### config.mk
export PLATFORM = sky130hd
export DESIGN_NAME = vpi_forward
export DESIGN_NICKNAME = d
export VERILOG_FILES = /design/src/hdl/vpi_pkg.sv /design/src/hdl/vpi_tbl_if.sv /design/src/hdl/vpi_forward.sv /design/src/hdl/vpi_vlan_entry.sv
export SDC_FILE = /design/constraint.sdc
export NUM_CORES = 1
export LEC_CHECK = 0
export BUFFER_PORTS_ARGS = -buffer_cell sky130_fd_sc_hd__buf_4
export CAP_MARGIN = 20
export CELL_PAD_IN_SITES_DETAIL_PLACEMENT = 0
export CELL_PAD_IN_SITES_GLOBAL_PLACEMENT = 1
export CORE_UTILIZATION = 48
export DETAILED_ROUTE_END_ITERATION = 10
export GPL_ROUTABILITY_DRIVEN = 0
export PLACE_DENSITY = 0.9
export SYNTH_ARGS = -nofsm -noshare
export SYNTH_HDL_FRONTEND = slang
export SYNTH_SLANG_ARGS = --single-unit
### constraint.sdc
create_clock -name i_clock -period 6.2 [get_ports i_clock]
set_input_delay 0.62 -clock i_clock [delete_from_list [all_inputs] [get_ports i_clock]]
set_output_delay 0.62 -clock i_clock [all_outputs]
set_load 0.02 [all_outputs]
### src/hdl/vpi_pkg.sv
`default_nettype none
package vpi_pkg;
   localparam int NUM_PORTS = 6;
   localparam int NUM_ENTRIES = 8;
   localparam int VID_W = 12;
   localparam int TPID_W = 16;
   localparam logic [VID_W-1:0] DEFAULT_VID = 12'h001;
   localparam logic [VID_W-1:0] UNUSED_VID = 12'h000;
   localparam logic [TPID_W-1:0] CTAG_TPID = 16'h8100;
   localparam logic [TPID_W-1:0] STAG_TPID_RESET = 16'h88A8;
   localparam logic ISOLATION_RESET = 1'b0;
   localparam logic AWARE_RESET = 1'b0;
   localparam logic PVLAN_MEMBER_RESET = 1'b1;
endpackage
`default_nettype wire

### src/hdl/vpi_tbl_if.sv
`default_nettype none
interface vpi_tbl_if #(
   parameter int PORTS = vpi_pkg::NUM_PORTS,
   parameter int ENTRIES = vpi_pkg::NUM_ENTRIES
);
   logic [vpi_pkg::VID_W-1:0] lookup_vid;
   logic wr_en;
   logic [$clog2(ENTRIES)-1:0] wr_index;
   logic [vpi_pkg::VID_W-1:0] wr_vid;
   logic [PORTS-1:0] wr_member;
   logic [PORTS-1:0] wr_untag;
   logic hit [ENTRIES];
   logic [PORTS-1:0] member [ENTRIES];
   logic [PORTS-1:0] untag [ENTRIES];
   modport table_side (
      input lookup_vid, wr_en, wr_index, wr_vid, wr_member, wr_untag,
      output hit, member, untag
   );
   modport lookup_side (
      output lookup_vid, wr_en, wr_index, wr_vid, wr_member, wr_untag,
      input hit, member, untag
   );
endinterface
`default_nettype wire

### src/hdl/vpi_forward.sv
`default_nettype none
module vpi_forward #(
   parameter int PORTS = vpi_pkg::NUM_PORTS,
   parameter int ENTRIES = vpi_pkg::NUM_ENTRIES
) (
   input wire logic i_clock,                                    // Core clock, 125 MHz.
   input wire logic i_reset,                                    // Synchronous reset.
   input wire logic i_frame_valid,                              // Frame header present.
   input wire logic [$clog2(PORTS)-1:0] i_frame_port,           // Ingress port number.
   input wire logic [vpi_pkg::TPID_W-1:0] i_frame_tpid,         // EtherType after source.
   input wire logic [vpi_pkg::VID_W-1:0] i_frame_vid,           // VLAN ID field if tagged.
   input wire logic i_isolation_wr,                             // Load isolation mask.
   input wire logic [PORTS-1:0] i_isolation_mask,               // Isolated port bits.
   input wire logic i_pvlan_wr,                                 // Load private VLAN mask.
   input wire logic [PORTS-1:0] i_pvlan_mask,                   // Private VLAN members.
   input wire logic i_aware_wr,                                 // Load VLAN aware mask.
   input wire logic [PORTS-1:0] i_aware_mask,                   // VLAN aware ports.
   input wire logic [PORTS-1:0] i_custom_sport_mask,            // Custom service ports.
   input wire logic i_stag_wr,                                  // Load service EtherType.
   input wire logic [vpi_pkg::TPID_W-1:0] i_stag_value,         // New service EtherType.
   input wire logic i_port_default_vlan_id_wr,                                  // Load one default VID.
   input wire logic [$clog2(PORTS)-1:0] i_port_default_vlan_id_port,            // Port to update.
   input wire logic [vpi_pkg::VID_W-1:0] i_port_default_vlan_id_value,          // New default VID.
   input wire logic i_vlan_wr,                                  // Write VLAN table row.
   input wire logic [$clog2(ENTRIES)-1:0] i_vlan_index,         // Row number.
   input wire logic [vpi_pkg::VID_W-1:0] i_vlan_vid,            // Row VLAN ID.
   input wire logic [PORTS-1:0] i_vlan_member,                  // Row member ports.
   input wire logic [PORTS-1:0] i_vlan_untag,                   // Row untagged members.
   output logic o_fwd_valid,                                    // Result pulse.
   output logic [$clog2(PORTS)-1:0] o_fwd_port,                 // Ingress port of result.
   output logic [vpi_pkg::VID_W-1:0] o_fwd_vid,                 // Classified VLAN ID.
   output logic [PORTS-1:0] o_fwd_mask,                         // Egress ports.
   output logic [PORTS-1:0] o_fwd_untag_mask,                   // Egress ports, tag stripped.
   output logic [PORTS-1:0] o_fwd_tag_mask,                     // Egress ports, tag added.
   output logic o_fwd_inner_kept,                               // Received tag left in frame.
   output logic o_fwd_src_isolated,                             // Ingress port isolated.
   output logic o_fwd_drop,                                     // Frame not forwarded.
   output logic [PORTS-1:0] o_isolation_mask,                   // Current isolation bits.
   output logic [vpi_pkg::TPID_W-1:0] o_stag_tpid               // Current service EtherType.
);
   ////////////////////////////////////////////////////////////////////////////////////////////
   logic [PORTS-1:0] iso_q;
   logic [PORTS-1:0] pvlan_q;
   logic [PORTS-1:0] aware_q;
   logic [vpi_pkg::TPID_W-1:0] stag_q;
   logic [vpi_pkg::VID_W-1:0] port_default_vlan_id_q [PORTS];

   // One bit per port, shared by every private VLAN the port is in.
   always_ff @(posedge i_clock) begin
      if (i_reset) begin
         iso_q <= {PORTS{vpi_pkg::ISOLATION_RESET}};
      end else if (i_isolation_wr) begin
         iso_q <= i_isolation_mask;
      end
   end

   always_ff @(posedge i_clock) begin
      if (i_reset) begin
         pvlan_q <= {PORTS{vpi_pkg::PVLAN_MEMBER_RESET}};
      end else if (i_pvlan_wr) begin
         pvlan_q <= i_pvlan_mask;
      end
   end

   always_ff @(posedge i_clock) begin
      if (i_reset) begin
         aware_q <= {PORTS{vpi_pkg::AWARE_RESET}};
      end else if (i_aware_wr) begin
         aware_q <= i_aware_mask;
      end
   end

   always_ff @(posedge i_clock) begin
      if (i_reset) begin
         stag_q <= vpi_pkg::STAG_TPID_RESET;
      end else if (i_stag_wr) begin
         stag_q <= i_stag_value;
      end
   end

   always_ff @(posedge i_clock) begin
      for (int p = 0; p < PORTS; p++) begin
         if (i_reset) begin
            port_default_vlan_id_q[p] <= vpi_pkg::DEFAULT_VID;
         end else if (i_port_default_vlan_id_wr && i_port_default_vlan_id_port == ($clog2(PORTS))'(p)) begin
            port_default_vlan_id_q[p] <= i_port_default_vlan_id_value;
         end
      end
   end

   ////////////////////////////////////////////////////////////////////////////////////////////
   logic tag_seen;
   logic port_aware;
   logic [vpi_pkg::VID_W-1:0] ingress_port_default_vlan_id;
   logic s1_valid_q;
   logic [$clog2(PORTS)-1:0] s1_port_q;
   logic [vpi_pkg::VID_W-1:0] s1_vid_q;
   logic s1_inner_q;

   // Custom service ports also take the configurable service EtherType as a tag.
   assign tag_seen = (i_frame_tpid == vpi_pkg::CTAG_TPID) ||
                     (i_custom_sport_mask[i_frame_port] && i_frame_tpid == stag_q);
   assign port_aware = aware_q[i_frame_port];
   assign ingress_port_default_vlan_id = port_default_vlan_id_q[i_frame_port];

   always_ff @(posedge i_clock) begin
      if (i_reset) begin
         s1_valid_q <= 1'b0;
         s1_port_q <= '0;
         s1_vid_q <= vpi_pkg::DEFAULT_VID;
         s1_inner_q <= 1'b0;
      end else begin
         s1_valid_q <= i_frame_valid;
         s1_port_q <= i_frame_port;
         // Tag on an aware port wins; otherwise the port default is used.
         s1_vid_q <= (port_aware && tag_seen) ? i_frame_vid : ingress_port_default_vlan_id;
         s1_inner_q <= !port_aware && tag_seen;
      end
   end

   ////////////////////////////////////////////////////////////////////////////////////////////
   vpi_tbl_if #(.PORTS(PORTS), .ENTRIES(ENTRIES)) tbl ();

   assign tbl.lookup_vid = s1_vid_q;
   assign tbl.wr_en = i_vlan_wr;
   assign tbl.wr_index = i_vlan_index;
   assign tbl.wr_vid = i_vlan_vid;
   assign tbl.wr_member = i_vlan_member;
   assign tbl.wr_untag = i_vlan_untag;

   for (genvar e = 0; e < ENTRIES; e++) begin : g_entry
      vpi_vlan_entry #(.INDEX(e), .PORTS(PORTS), .ENTRIES(ENTRIES)) u_entry (
         .i_clock(i_clock),
         .i_reset(i_reset),
         .tbl(tbl.table_side)
      );
   end

   logic lk_hit;
   logic [PORTS-1:0] lk_member;
   logic [PORTS-1:0] lk_untag;

   // Lowest matching row wins when software loads a VLAN ID twice.
   always_comb begin
      lk_hit = 1'b0;
      lk_member = '0;
      lk_untag = '0;
      for (int e = ENTRIES - 1; e >= 0; e--) begin
         if (tbl.hit[e]) begin
            lk_hit = 1'b1;
            lk_member = tbl.member[e];
            lk_untag = tbl.untag[e];
         end
      end
   end

   ////////////////////////////////////////////////////////////////////////////////////////////
   logic [PORTS-1:0] src_bit;
   logic src_iso;
   logic [PORTS-1:0] iso_allow;
   logic [PORTS-1:0] egress;
   logic drop;

   assign src_bit = PORTS'(1) << s1_port_q;
   assign src_iso = iso_q[s1_port_q];
   // Isolated ingress reaches only promiscuous private VLAN members.
   assign iso_allow = src_iso ? (pvlan_q & ~iso_q) : {PORTS{1'b1}};
   assign drop = !lk_hit || !pvlan_q[s1_port_q];
   assign egress = drop ? '0 : (lk_member & pvlan_q & iso_allow & ~src_bit);

   always_ff @(posedge i_clock) begin
      if (i_reset) begin
         o_fwd_valid <= 1'b0;
         o_fwd_port <= '0;
         o_fwd_vid <= vpi_pkg::DEFAULT_VID;
         o_fwd_mask <= '0;
         o_fwd_untag_mask <= '0;
         o_fwd_tag_mask <= '0;
         o_fwd_inner_kept <= 1'b0;
         o_fwd_src_isolated <= 1'b0;
         o_fwd_drop <= 1'b0;
      end else begin
         o_fwd_valid <= s1_valid_q;
         o_fwd_port <= s1_port_q;
         o_fwd_vid <= s1_vid_q;
         o_fwd_mask <= egress;
         o_fwd_untag_mask <= egress & lk_untag;
         o_fwd_tag_mask <= egress & ~lk_untag;
         o_fwd_inner_kept <= s1_inner_q;
         o_fwd_src_isolated <= src_iso;
         o_fwd_drop <= drop;
      end
   end

   always_ff @(posedge i_clock) begin
      if (i_reset) begin
         o_isolation_mask <= {PORTS{vpi_pkg::ISOLATION_RESET}};
         o_stag_tpid <= vpi_pkg::STAG_TPID_RESET;
      end else begin
         o_isolation_mask <= iso_q;
         o_stag_tpid <= stag_q;
      end
   end
endmodule
`default_nettype wire

### src/hdl/vpi_vlan_entry.sv
`default_nettype none
// One VLAN table row: its VLAN ID, member ports and untagged member ports.
module vpi_vlan_entry #(
   parameter int INDEX = 0,
   parameter int PORTS = vpi_pkg::NUM_PORTS,
   parameter int ENTRIES = vpi_pkg::NUM_ENTRIES
) (
   input wire logic i_clock,    // Core clock.
   input wire logic i_reset,    // Synchronous reset, active high.
   vpi_tbl_if.table_side tbl    // Table write and lookup carrier.
);
   localparam logic [$clog2(ENTRIES)-1:0] MY_INDEX = ($clog2(ENTRIES))'(INDEX);
   logic [vpi_pkg::VID_W-1:0] vid_q;
   logic [PORTS-1:0] member_q;
   logic [PORTS-1:0] untag_q;

   // Row 0 comes up as the default VLAN with every port an untagged member.
   always_ff @(posedge i_clock) begin
      if (i_reset) begin
         vid_q <= (INDEX == 0) ? vpi_pkg::DEFAULT_VID : vpi_pkg::UNUSED_VID;
         member_q <= (INDEX == 0) ? {PORTS{1'b1}} : {PORTS{1'b0}};
         untag_q <= (INDEX == 0) ? {PORTS{1'b1}} : {PORTS{1'b0}};
      end else if (tbl.wr_en && tbl.wr_index == MY_INDEX) begin
         vid_q <= tbl.wr_vid;
         member_q <= tbl.wr_member;
         untag_q <= tbl.wr_untag;
      end
   end

   assign tbl.hit[INDEX] = (vid_q == tbl.lookup_vid) && (member_q != '0);
   assign tbl.member[INDEX] = member_q;
   assign tbl.untag[INDEX] = untag_q;
endmodule
`default_nettype wire

==> results of run 1 <==
-- cell usage in the layout (no fill, tap or decap), types with 23 or more instances in the layout --
cell / instances
sky130_fd_sc_hd__edfxtp_1: 72
sky130_fd_sc_hd__nand4_1: 23
sky130_fd_sc_hd__and2_1: 66
sky130_fd_sc_hd__a21oi_1: 200
sky130_fd_sc_hd__nor4_1: 29
sky130_fd_sc_hd__dfxtp_1: 302
sky130_fd_sc_hd__mux2i_1: 51
sky130_fd_sc_hd__buf_4: 191
sky130_fd_sc_hd__nand2_1: 419
sky130_fd_sc_hd__nor2b_1: 69
sky130_fd_sc_hd__nand3_1: 30
sky130_fd_sc_hd__clkbuf_16: 40
sky130_fd_sc_hd__xor2_1: 64
sky130_fd_sc_hd__nor2_1: 81
sky130_fd_sc_hd__xnor2_1: 48
-- stage by stage --
| step | instances | utilization | hold WS, ns | instance area (µm²) | power (mW) |
|---|---|---|---|---|---|
| after detailed placement | 2287 | 0.539 | 0.430 | 17700 | 3.19 |
| after CTS | 2357 | 0.578 | 0.281 | 19000 | 5.47 |
| final | 2360 | 0.579 | 0.298 | 19000 | 5.45 |
| after floorplan | 1786 | - | 0.414 | 16200 | 3.00 |
| after global routing | 2360 | 0.579 | 0.287 | 19000 | 5.62 |
| after global placement | 2280 | 0.536 | 0.419 | 17600 | 3.18 |
-- final timing paths --
path,cells past startpoint,end,from,slack (ns)
max reg2reg,7,o_fwd_tag_mask[0],s1_vid_q[10],2.71
min reg2reg,1,o_fwd_valid,s1_valid_q,0.45
max,7,o_fwd_tag_mask[0],s1_vid_q[10],2.71
min,2,stag_q[11],i_stag_value[11],0.30
-- flip-flops by register name, indices dropped and copies added (netlist names) --
signal and count:
g_entry.u_entry.vid_q 96, port_default_vlan_id_q 72, g_entry.u_entry.member_q 48, g_entry.u_entry.untag_q 48, o_stag_tpid 16, stag_q 16, o_fwd_vid 12, s1_vid_q 12
aware_q 6, iso_q 6, o_fwd_mask 6, o_fwd_tag_mask 6, o_fwd_untag_mask 6, o_isolation_mask 6, pvlan_q 6, o_fwd_port 3
s1_port_q 3, o_fwd_drop 1, o_fwd_inner_kept 1, o_fwd_src_isolated 1, o_fwd_valid 1, s1_inner_q 1, s1_valid_q 1
-- cells by family (layout without fill, tap and decap cells) --
logic type,Yosys count,in the layout,share of synthesized area
simple gates,794,794,0.230
buf+inv,154,286,0.0414
flops,374,374,0.507
compound gates,284,284,0.106
xor+xnor,112,112,0.0606
mux,68,68,0.0545
-- worst max-delay path, cell delays in order (launching register included) --
cell	delay, ns
sky130_fd_sc_hd__dfxtp_1	0.67
sky130_fd_sc_hd__xor2_1	0.13
sky130_fd_sc_hd__nor4_1	0.66
sky130_fd_sc_hd__and4_1	0.62
sky130_fd_sc_hd__a21oi_1	0.07
sky130_fd_sc_hd__a2111oi_0	0.80
sky130_fd_sc_hd__o2111ai_1	0.31
sky130_fd_sc_hd__nor2b_1	0.15
-- layout make-up --
| class | instances | area, µm² |
|---|---|---|
| Sequential cell | 374 | 8210 |
| Multi-Input combinational cell | 1258 | 7350 |
| Fill cell | 2923 | 13800 |
| Inverter | 14 | 52.6 |
| Timing Repair Buffer | 202 | 1620 |
| Tap cell | 442 | 553 |
| Clock buffer | 61 | 1170 |
| Clock inverter | 9 | 87.6 |
-- metal layers --
layer  wire, µm  track usage  share of wire  vias up
met5          0            0              0        -
met4       1270       0.0921          0.028        0
met3       4410       0.0655          0.096       80
met2      21700        0.447           0.47      527
met1      18500        0.340           0.40     6180
li1           -            -              -     6237
-- report_power, final --
part	internal [mW]	switching (mW)	leakage, nW	total, mW
logic	0.211	0.283	3.58	0.495
clock network	1.35	0.955	0.623	2.30
registers	2.57	0.0822	3.16	2.65
total	4.13	1.32	7.36	5.45
==> tab_implementation.tex, run 1 <==
\begin{tabular}{lr}
\hline
Metric & Value \\
\hline
\multicolumn{2}{l}{\textbf{Global route}} \\
Wire length of the first global-routing pass & between 70000 and 80000 µm \\
Largest net degree at the start of global routing & 115 \\
Via count of the first global-routing pass & around 13k \\
Number of antenna violations at the first check in global routing & 0 \\
GRT Total Usage & 0.269 \\
GR Overflow Total & 0 \\
\multicolumn{2}{l}{\textbf{Clock network}} \\
Post-CTS setup repair buffer count & 0 \\
Clk\_lat worst skew & roughly 0.54 ns \\
Clock Sink Count & between 300 and 400 \\
Clock-pin transition on the worst setup and hold timing paths & roughly 0.060 ns \\
Clk root buf & sky130\_fd\_sc\_hd\_\_clkbuf\_16 \\
Post-CTS Resized & 0 \\
CTS max path bufs & 3 \\
Clock tree from TritonCTS & done \\
Number of buffers inserted during clock tree synthesis & 39 \\
Number of H-tree branching levels & 2 \\
Number of buffers inserted by hold repair at cts & 0 \\
\multicolumn{2}{l}{\textbf{Detailed routing}} \\
Count of antenna-violating nets left after detailed routing & 0 \\
Avg WL per Cell & approximately 19 µm \\
Number of search-and-repair iterations in the first detailed-routing pass & 7 \\
Total via count in the routed design & $\sim$13k \\
Final wirelength & $\sim$46000 µm \\
DRT iter0 DRCs & around 1.0k \\
Mean number of vias per cell & 5.52 \\
Remaining routing DRC violations & 0 \\
\multicolumn{2}{l}{\textbf{Logic synthesis}} \\
Synth area leaders & sky130\_fd\_sc\_hd\_\_dfxtp\_1, sky130\_fd\_sc\_hd\_\_edfxtp\_1, sky130\_fd\_sc\_hd\_\_nand2\_1, sky130\_fd\_sc\_hd\_\_a21oi\_1, sky130\_fd\_sc\_hd\_\_xor2\_1 \\
Net count after synthesis & approximately 1.9k \\
Async SR Flop Fraction & 0 \\
Most frequent cell after synthesis & sky130\_fd\_sc\_hd\_\_nand2\_1 \\
Count of different cell masters after synthesis & 54 \\
Mapped Area & between 15000 and 20000 µm² \\
Cell accounting for the most synthesized area & sky130\_fd\_sc\_hd\_\_dfxtp\_1 \\
Number of flops mapped to enable cells by yosys & just over 70 \\
Number of synthesis warnings & 0 \\
Area share of the leading cell type in the synthesized netlist & 0.374 \\
Gate count after technology mapping & about 1.8k \\
Synthesized area per cell & slightly above 9 µm² \\
Number of synthesized register bits & 374 \\
Sequential area share after synthesis & 0.507 \\
Most frequent cells after synthesis & sky130\_fd\_sc\_hd\_\_nand2\_1, sky130\_fd\_sc\_hd\_\_dfxtp\_1, sky130\_fd\_sc\_hd\_\_a21oi\_1, sky130\_fd\_sc\_hd\_\_clkbuf\_1, sky130\_fd\_sc\_hd\_\_nor2\_1 \\
Top\_reg\_cell synth & sky130\_fd\_sc\_hd\_\_dfxtp\_1 \\
\multicolumn{2}{l}{\textbf{STA}} \\
Unrepaired setup endpoints after global routing & no \\
Max-slew headroom & 0.272 \\
Fin Clk Skew & 0.0163 ns \\
Final-report max-slew violation count & 0 \\
Worst path setup slack after routing & 2.71 ns \\
Crit path time final & roughly 3.5 ns \\
Final-report setup violation count & 0 \\
Total negative setup slack & 0 ns \\
Worst slew pin tran & between 1 and 1.5 ns \\
Final hold violations & 0 \\
FMAX & about 0.29 GHz \\
Share of the clock period used by the worst path & 0.563 \\
\multicolumn{2}{l}{\textbf{Floorplanning}} \\
Effective utilization at floorplan & 0.493 \\
Placement Rows & 66 \\
Die X-Extent & roughly 190 µm \\
Die area & approximately 34000 µm² \\
Vertical die dimension & 186 µm \\
Ports placed on the boundary & roughly 180 \\
Core box area & 32900 µm² \\
\multicolumn{2}{l}{\textbf{Place}} \\
Hpwl dp & about 32000 µm \\
Worst slack at placement & 2.79 ns \\
\# port buffers & 180 \\
\multicolumn{2}{l}{\textbf{Final layout}} \\
Synthesis-to-layout area growth & 17.6\% \\
Number of nets in the final layout & between 2k and 2.5k \\
Share of post-route cells with drive strength above 1 & 0.159 \\
Ant. Diodes & 0 \\
\multicolumn{2}{l}{\textbf{Setup path}} \\
Launching element type of the critical path & flip-flop \\
Worst EP required & about 6.7 ns \\
CP max FO & 13 \\
Kind of end point of the critical path & flip-flop \\
Data arrival time of the critical path & roughly 4.0 ns \\
Kind of critical path & flip-flop to flip-flop \\
\multicolumn{2}{l}{\textbf{Power}} \\
Lkg Pwr & $\sim$7.4 nW \\
Worst VDD drop & between 0.2 and 0.25 mV \\
Power per unit of standard cell area & approximately 290 nW/µm² \\
\multicolumn{2}{l}{\textbf{Job}} \\
MaxCap Viol Count & 0 \\
\multicolumn{2}{l}{\textbf{Min path}} \\
Hold Path Class & input pin to flip-flop \\
\multicolumn{2}{l}{\textbf{Status}} \\
Outcome & finished clean \\
\hline
\end{tabular}
No activity file was read; power rests on OpenSTA's default activity.
==> inputs of run 2 (changes only) <==
- CORE_UTILIZATION: 48 -> 40
- PLACE_DENSITY: 0.9 -> 0.81
- clock period: 6.2 -> 3 ns (I/O delays scaled with it)
==> run 2 against run 1 <==
  * Critical path depth stayed put
  * Fmax is 22% higher
  * Power is 110% higher
  * Worst setup slack worse by 2.6 ns
  * Die area is 20% higher
  * Clock power is 110% higher
  * First-iteration DRC count is 13% higher
  * Flip-flop and latch count stayed put
  * Worst hold slack worse by 0.29 ns
  * Clock-buffer cell count is 10 lower
  * Cell count is 6.1% higher
==> tab_implementation.tex, run 2 (same netlist as run 1, synthesis figures left out) <==
\begin{tabular}{lr}
\hline
Metric & Value \\
\hline
\multicolumn{2}{l}{\textbf{Status}} \\
Outcome & finished clean \\
\multicolumn{2}{l}{\textbf{Setup path}} \\
Launching element type of the critical path & flip-flop \\
Worst EP required & around 3.5 ns \\
Kind of end point of the critical path & flip-flop \\
Data arrival time of the critical path & roughly 3.3 ns \\
Kind of critical path & flip-flop to flip-flop \\
Family with the most delay on the worst path & compound AO/OA/AOI/OAI gates \\
Count of buffering cells on the critical path with inverters included & 0 \\
Slowest stage delay, CP & 0.60 ns \\
CP max FO & 7 \\
Slowest library cell on the worst path & sky130\_fd\_sc\_hd\_\_dfxtp\_1 \\
CP Cell Sequence & xnor2\_1, nand4\_2, nor4\_4, a21oi\_1, a2111oi\_0, o2111ai\_1, nor2b\_1 \\
\multicolumn{2}{l}{\textbf{STA}} \\
Fin Clk Skew & around 0.010 ns \\
Final hold violations & 0 \\
Unrepaired setup endpoints after global routing & no \\
FMAX & approximately 0.35 GHz \\
Final-report max-slew violation count & 0 \\
Share of the clock period used by the worst path & 0.953 \\
Worst slew pin tran & a little under 0.9 ns \\
Max-slew headroom & 0.419 \\
Final-report setup violation count & 0 \\
Total negative setup slack & 0 ns \\
Crit path time final & around 2.9 ns \\
\multicolumn{2}{l}{\textbf{Final layout}} \\
Final design area excluding fillers & a little under 20000 µm² \\
Number of standard cells in the layout, taps in and fillers out & 2503 \\
Number of nets in the final layout & 2072 \\
Flip-flop count of the largest register, all copies and words added & 96 \\
Register with the most flip-flops & g\_entry.u\_entry.vid\_q \\
Commonest cells after routing, fill and taps aside & sky130\_fd\_sc\_hd\_\_nand2\_1, sky130\_fd\_sc\_hd\_\_dfxtp\_1, sky130\_fd\_sc\_hd\_\_buf\_4 \\
Ant. Diodes & 0 \\
Share of post-route cells with drive strength above 1 & 0.168 \\
Leading cell type in the layout, fill and taps excluded & sky130\_fd\_sc\_hd\_\_nand2\_1 \\
Synthesis-to-layout area growth & 21.2\% \\
Largest registers ranked by flip-flop count & g\_entry.u\_entry.vid\_q: 96 flops, port\_default\_vlan\_id\_q: 72 flops \\
\multicolumn{2}{l}{\textbf{Global route}} \\
Number of antenna violations at the first check in global routing & 0 \\
GR Overflow Total & 0 \\
GRT Total Usage & 0.234 \\
Via count of the first global-routing pass & between 10k and 15k \\
Largest net degree at the start of global routing & approximately 190 \\
Wire length of the first global-routing pass & roughly 74000 µm \\
\multicolumn{2}{l}{\textbf{Floorplanning}} \\
Core box area & 39800 µm² \\
Die X-Extent & about 200 µm \\
Vertical die dimension & 203 µm \\
Effective utilization at floorplan & 0.406 \\
Placement Rows & 73 \\
Ports placed on the boundary & approximately 180 \\
Die area & 41300 µm² \\
\multicolumn{2}{l}{\textbf{Detailed routing}} \\
Final wirelength & slightly below 50000 µm \\
Number of search-and-repair iterations in the first detailed-routing pass & 5 \\
Count of antenna-violating nets left after detailed routing & 0 \\
Avg WL per Cell & 19.5 µm \\
Total via count in the routed design & about 13k \\
Mean number of vias per cell & 5.33 \\
Remaining routing DRC violations & 0 \\
DRT iter0 DRCs & around 1.1k \\
\multicolumn{2}{l}{\textbf{Clock network}} \\
CTS max path bufs & 3 \\
Clk\_lat worst skew & 0.54 ns \\
Clock tree from TritonCTS & done \\
Clk root buf & sky130\_fd\_sc\_hd\_\_clkbuf\_16 \\
Number of buffers inserted during clock tree synthesis & 39 \\
Clock Sink Count & around 370 \\
Number of H-tree branching levels & 2 \\
Clock-pin transition on the worst setup and hold timing paths & about 0.060 ns \\
\multicolumn{2}{l}{\textbf{Min path}} \\
Hold Path Class & input pin to flip-flop \\
\multicolumn{2}{l}{\textbf{Power}} \\
Clock power frac & 0.423 \\
Power per unit of standard cell area & roughly 580 nW/µm² \\
Sequential power share & 0.478 \\
Worst VDD drop & $\sim$0.54 mV \\
Net switching component of the power & between 2 and 3 mW \\
Logic gate share of total power & 0.099 \\
Switching part of the total power & 0.244 \\
Internal power of the cells & approximately 8.6 mW \\
Lkg Pwr & roughly 7.6 nW \\
\multicolumn{2}{l}{\textbf{Place}} \\
\# port buffers & 180 \\
Hpwl dp & 32800 µm \\
Area after detailed placement & 18000 µm² \\
Cells after DPL & 2400 \\
\multicolumn{2}{l}{\textbf{Job}} \\
MaxCap Viol Count & 0 \\
\hline
\end{tabular}
-- run 2: cell count changes in the layout (fill, tap and decap cells not counted), moves of 4 or more --
| cell | before | now |
|---|---|---|
| sky130_fd_sc_hd__clkinv_2 | 5 | 11 |
| sky130_fd_sc_hd__dlygate4sd3_1 | 0 | 34 |
| sky130_fd_sc_hd__buf_16 | 4 | 0 |
| sky130_fd_sc_hd__buf_4 | 191 | 226 |
| sky130_fd_sc_hd__clkbuf_8 | 10 | 4 |
-- run 2: what timing repair did --
action                     CTS  global route
hold buffers                34             0
setup buffers                0             0
setup endpoints to repair    0            10
hold endpoints to repair    34             0
gates resized for setup      0             1
-- run 2: power groups by stage --
| stage | sequential [mW] | clock (mW) | combinational (mW) |
|---|---|---|---|
| 2_1_floorplan | 5.52 | 0 | 0.673 |
| 3_3_place_gp | 5.56 | 0 | 1.07 |
| 3_5_place_dp | 5.56 | 0 | 1.08 |
| 4_1_cts | 5.46 | 4.89 | 1.12 |
| 5_1_grt | 5.48 | 5.09 | 1.22 |
| 6_report | 5.46 | 4.82 | 1.13 |
-- run 2: worst paths after layout --
path,from,end,slack [ns],cells past startpoint
setup / recovery,s1_vid_q[11],o_fwd_tag_mask[0],0.14,7
hold / removal,i_frame_vid[8],s1_vid_q[8],0.01,3
setup reg to reg,s1_vid_q[11],o_fwd_tag_mask[0],0.14,7
hold reg to reg,s1_valid_q,o_fwd_valid,0.44,1
-- run 2: cell type report --
cell class / count / area, µm²
Clock inverter: 18 / 163
Multi-Input combinational cell: 1258 / 7350
Sequential cell: 374 / 8210
Clock buffer: 51 / 1090
Timing Repair Buffer: 263 / 2090
Inverter: 14 / 52.6
Fill cell: 3716 / 20200
Tap cell: 525 / 657
-- run 2: worst min-delay path, cell delays in order --
cell and delay, ns:
sky130_fd_sc_hd__buf_4 0.08, sky130_fd_sc_hd__mux2i_1 0.05, sky130_fd_sc_hd__nor2_1 0.08
-- run 2: per-layer routing --
layer,routed length [µm],GRT usage,vias up,share of wire
li1,-,-,6372,-
met1,20700,0.306,6295,0.42
met2,21900,0.369,562,0.45
met3,4560,0.0582,102,0.093
met4,1650,0.0929,0,0.034
met5,0,0,-,0
-- run 2: metrics by stage --
step,utilization,hold slack [ns],total power [mW],worst slack [ns]
after global placement,0.452,0.423,6.63,0.141
final,0.493,0.00960,11.4,0.141
after floorplan,-,0.414,6.19,0.696
after global routing,0.493,0.00721,11.8,0.0540
after detailed placement,0.452,0.426,6.64,0.120
after CTS,0.492,0.00150,11.5,0.0894
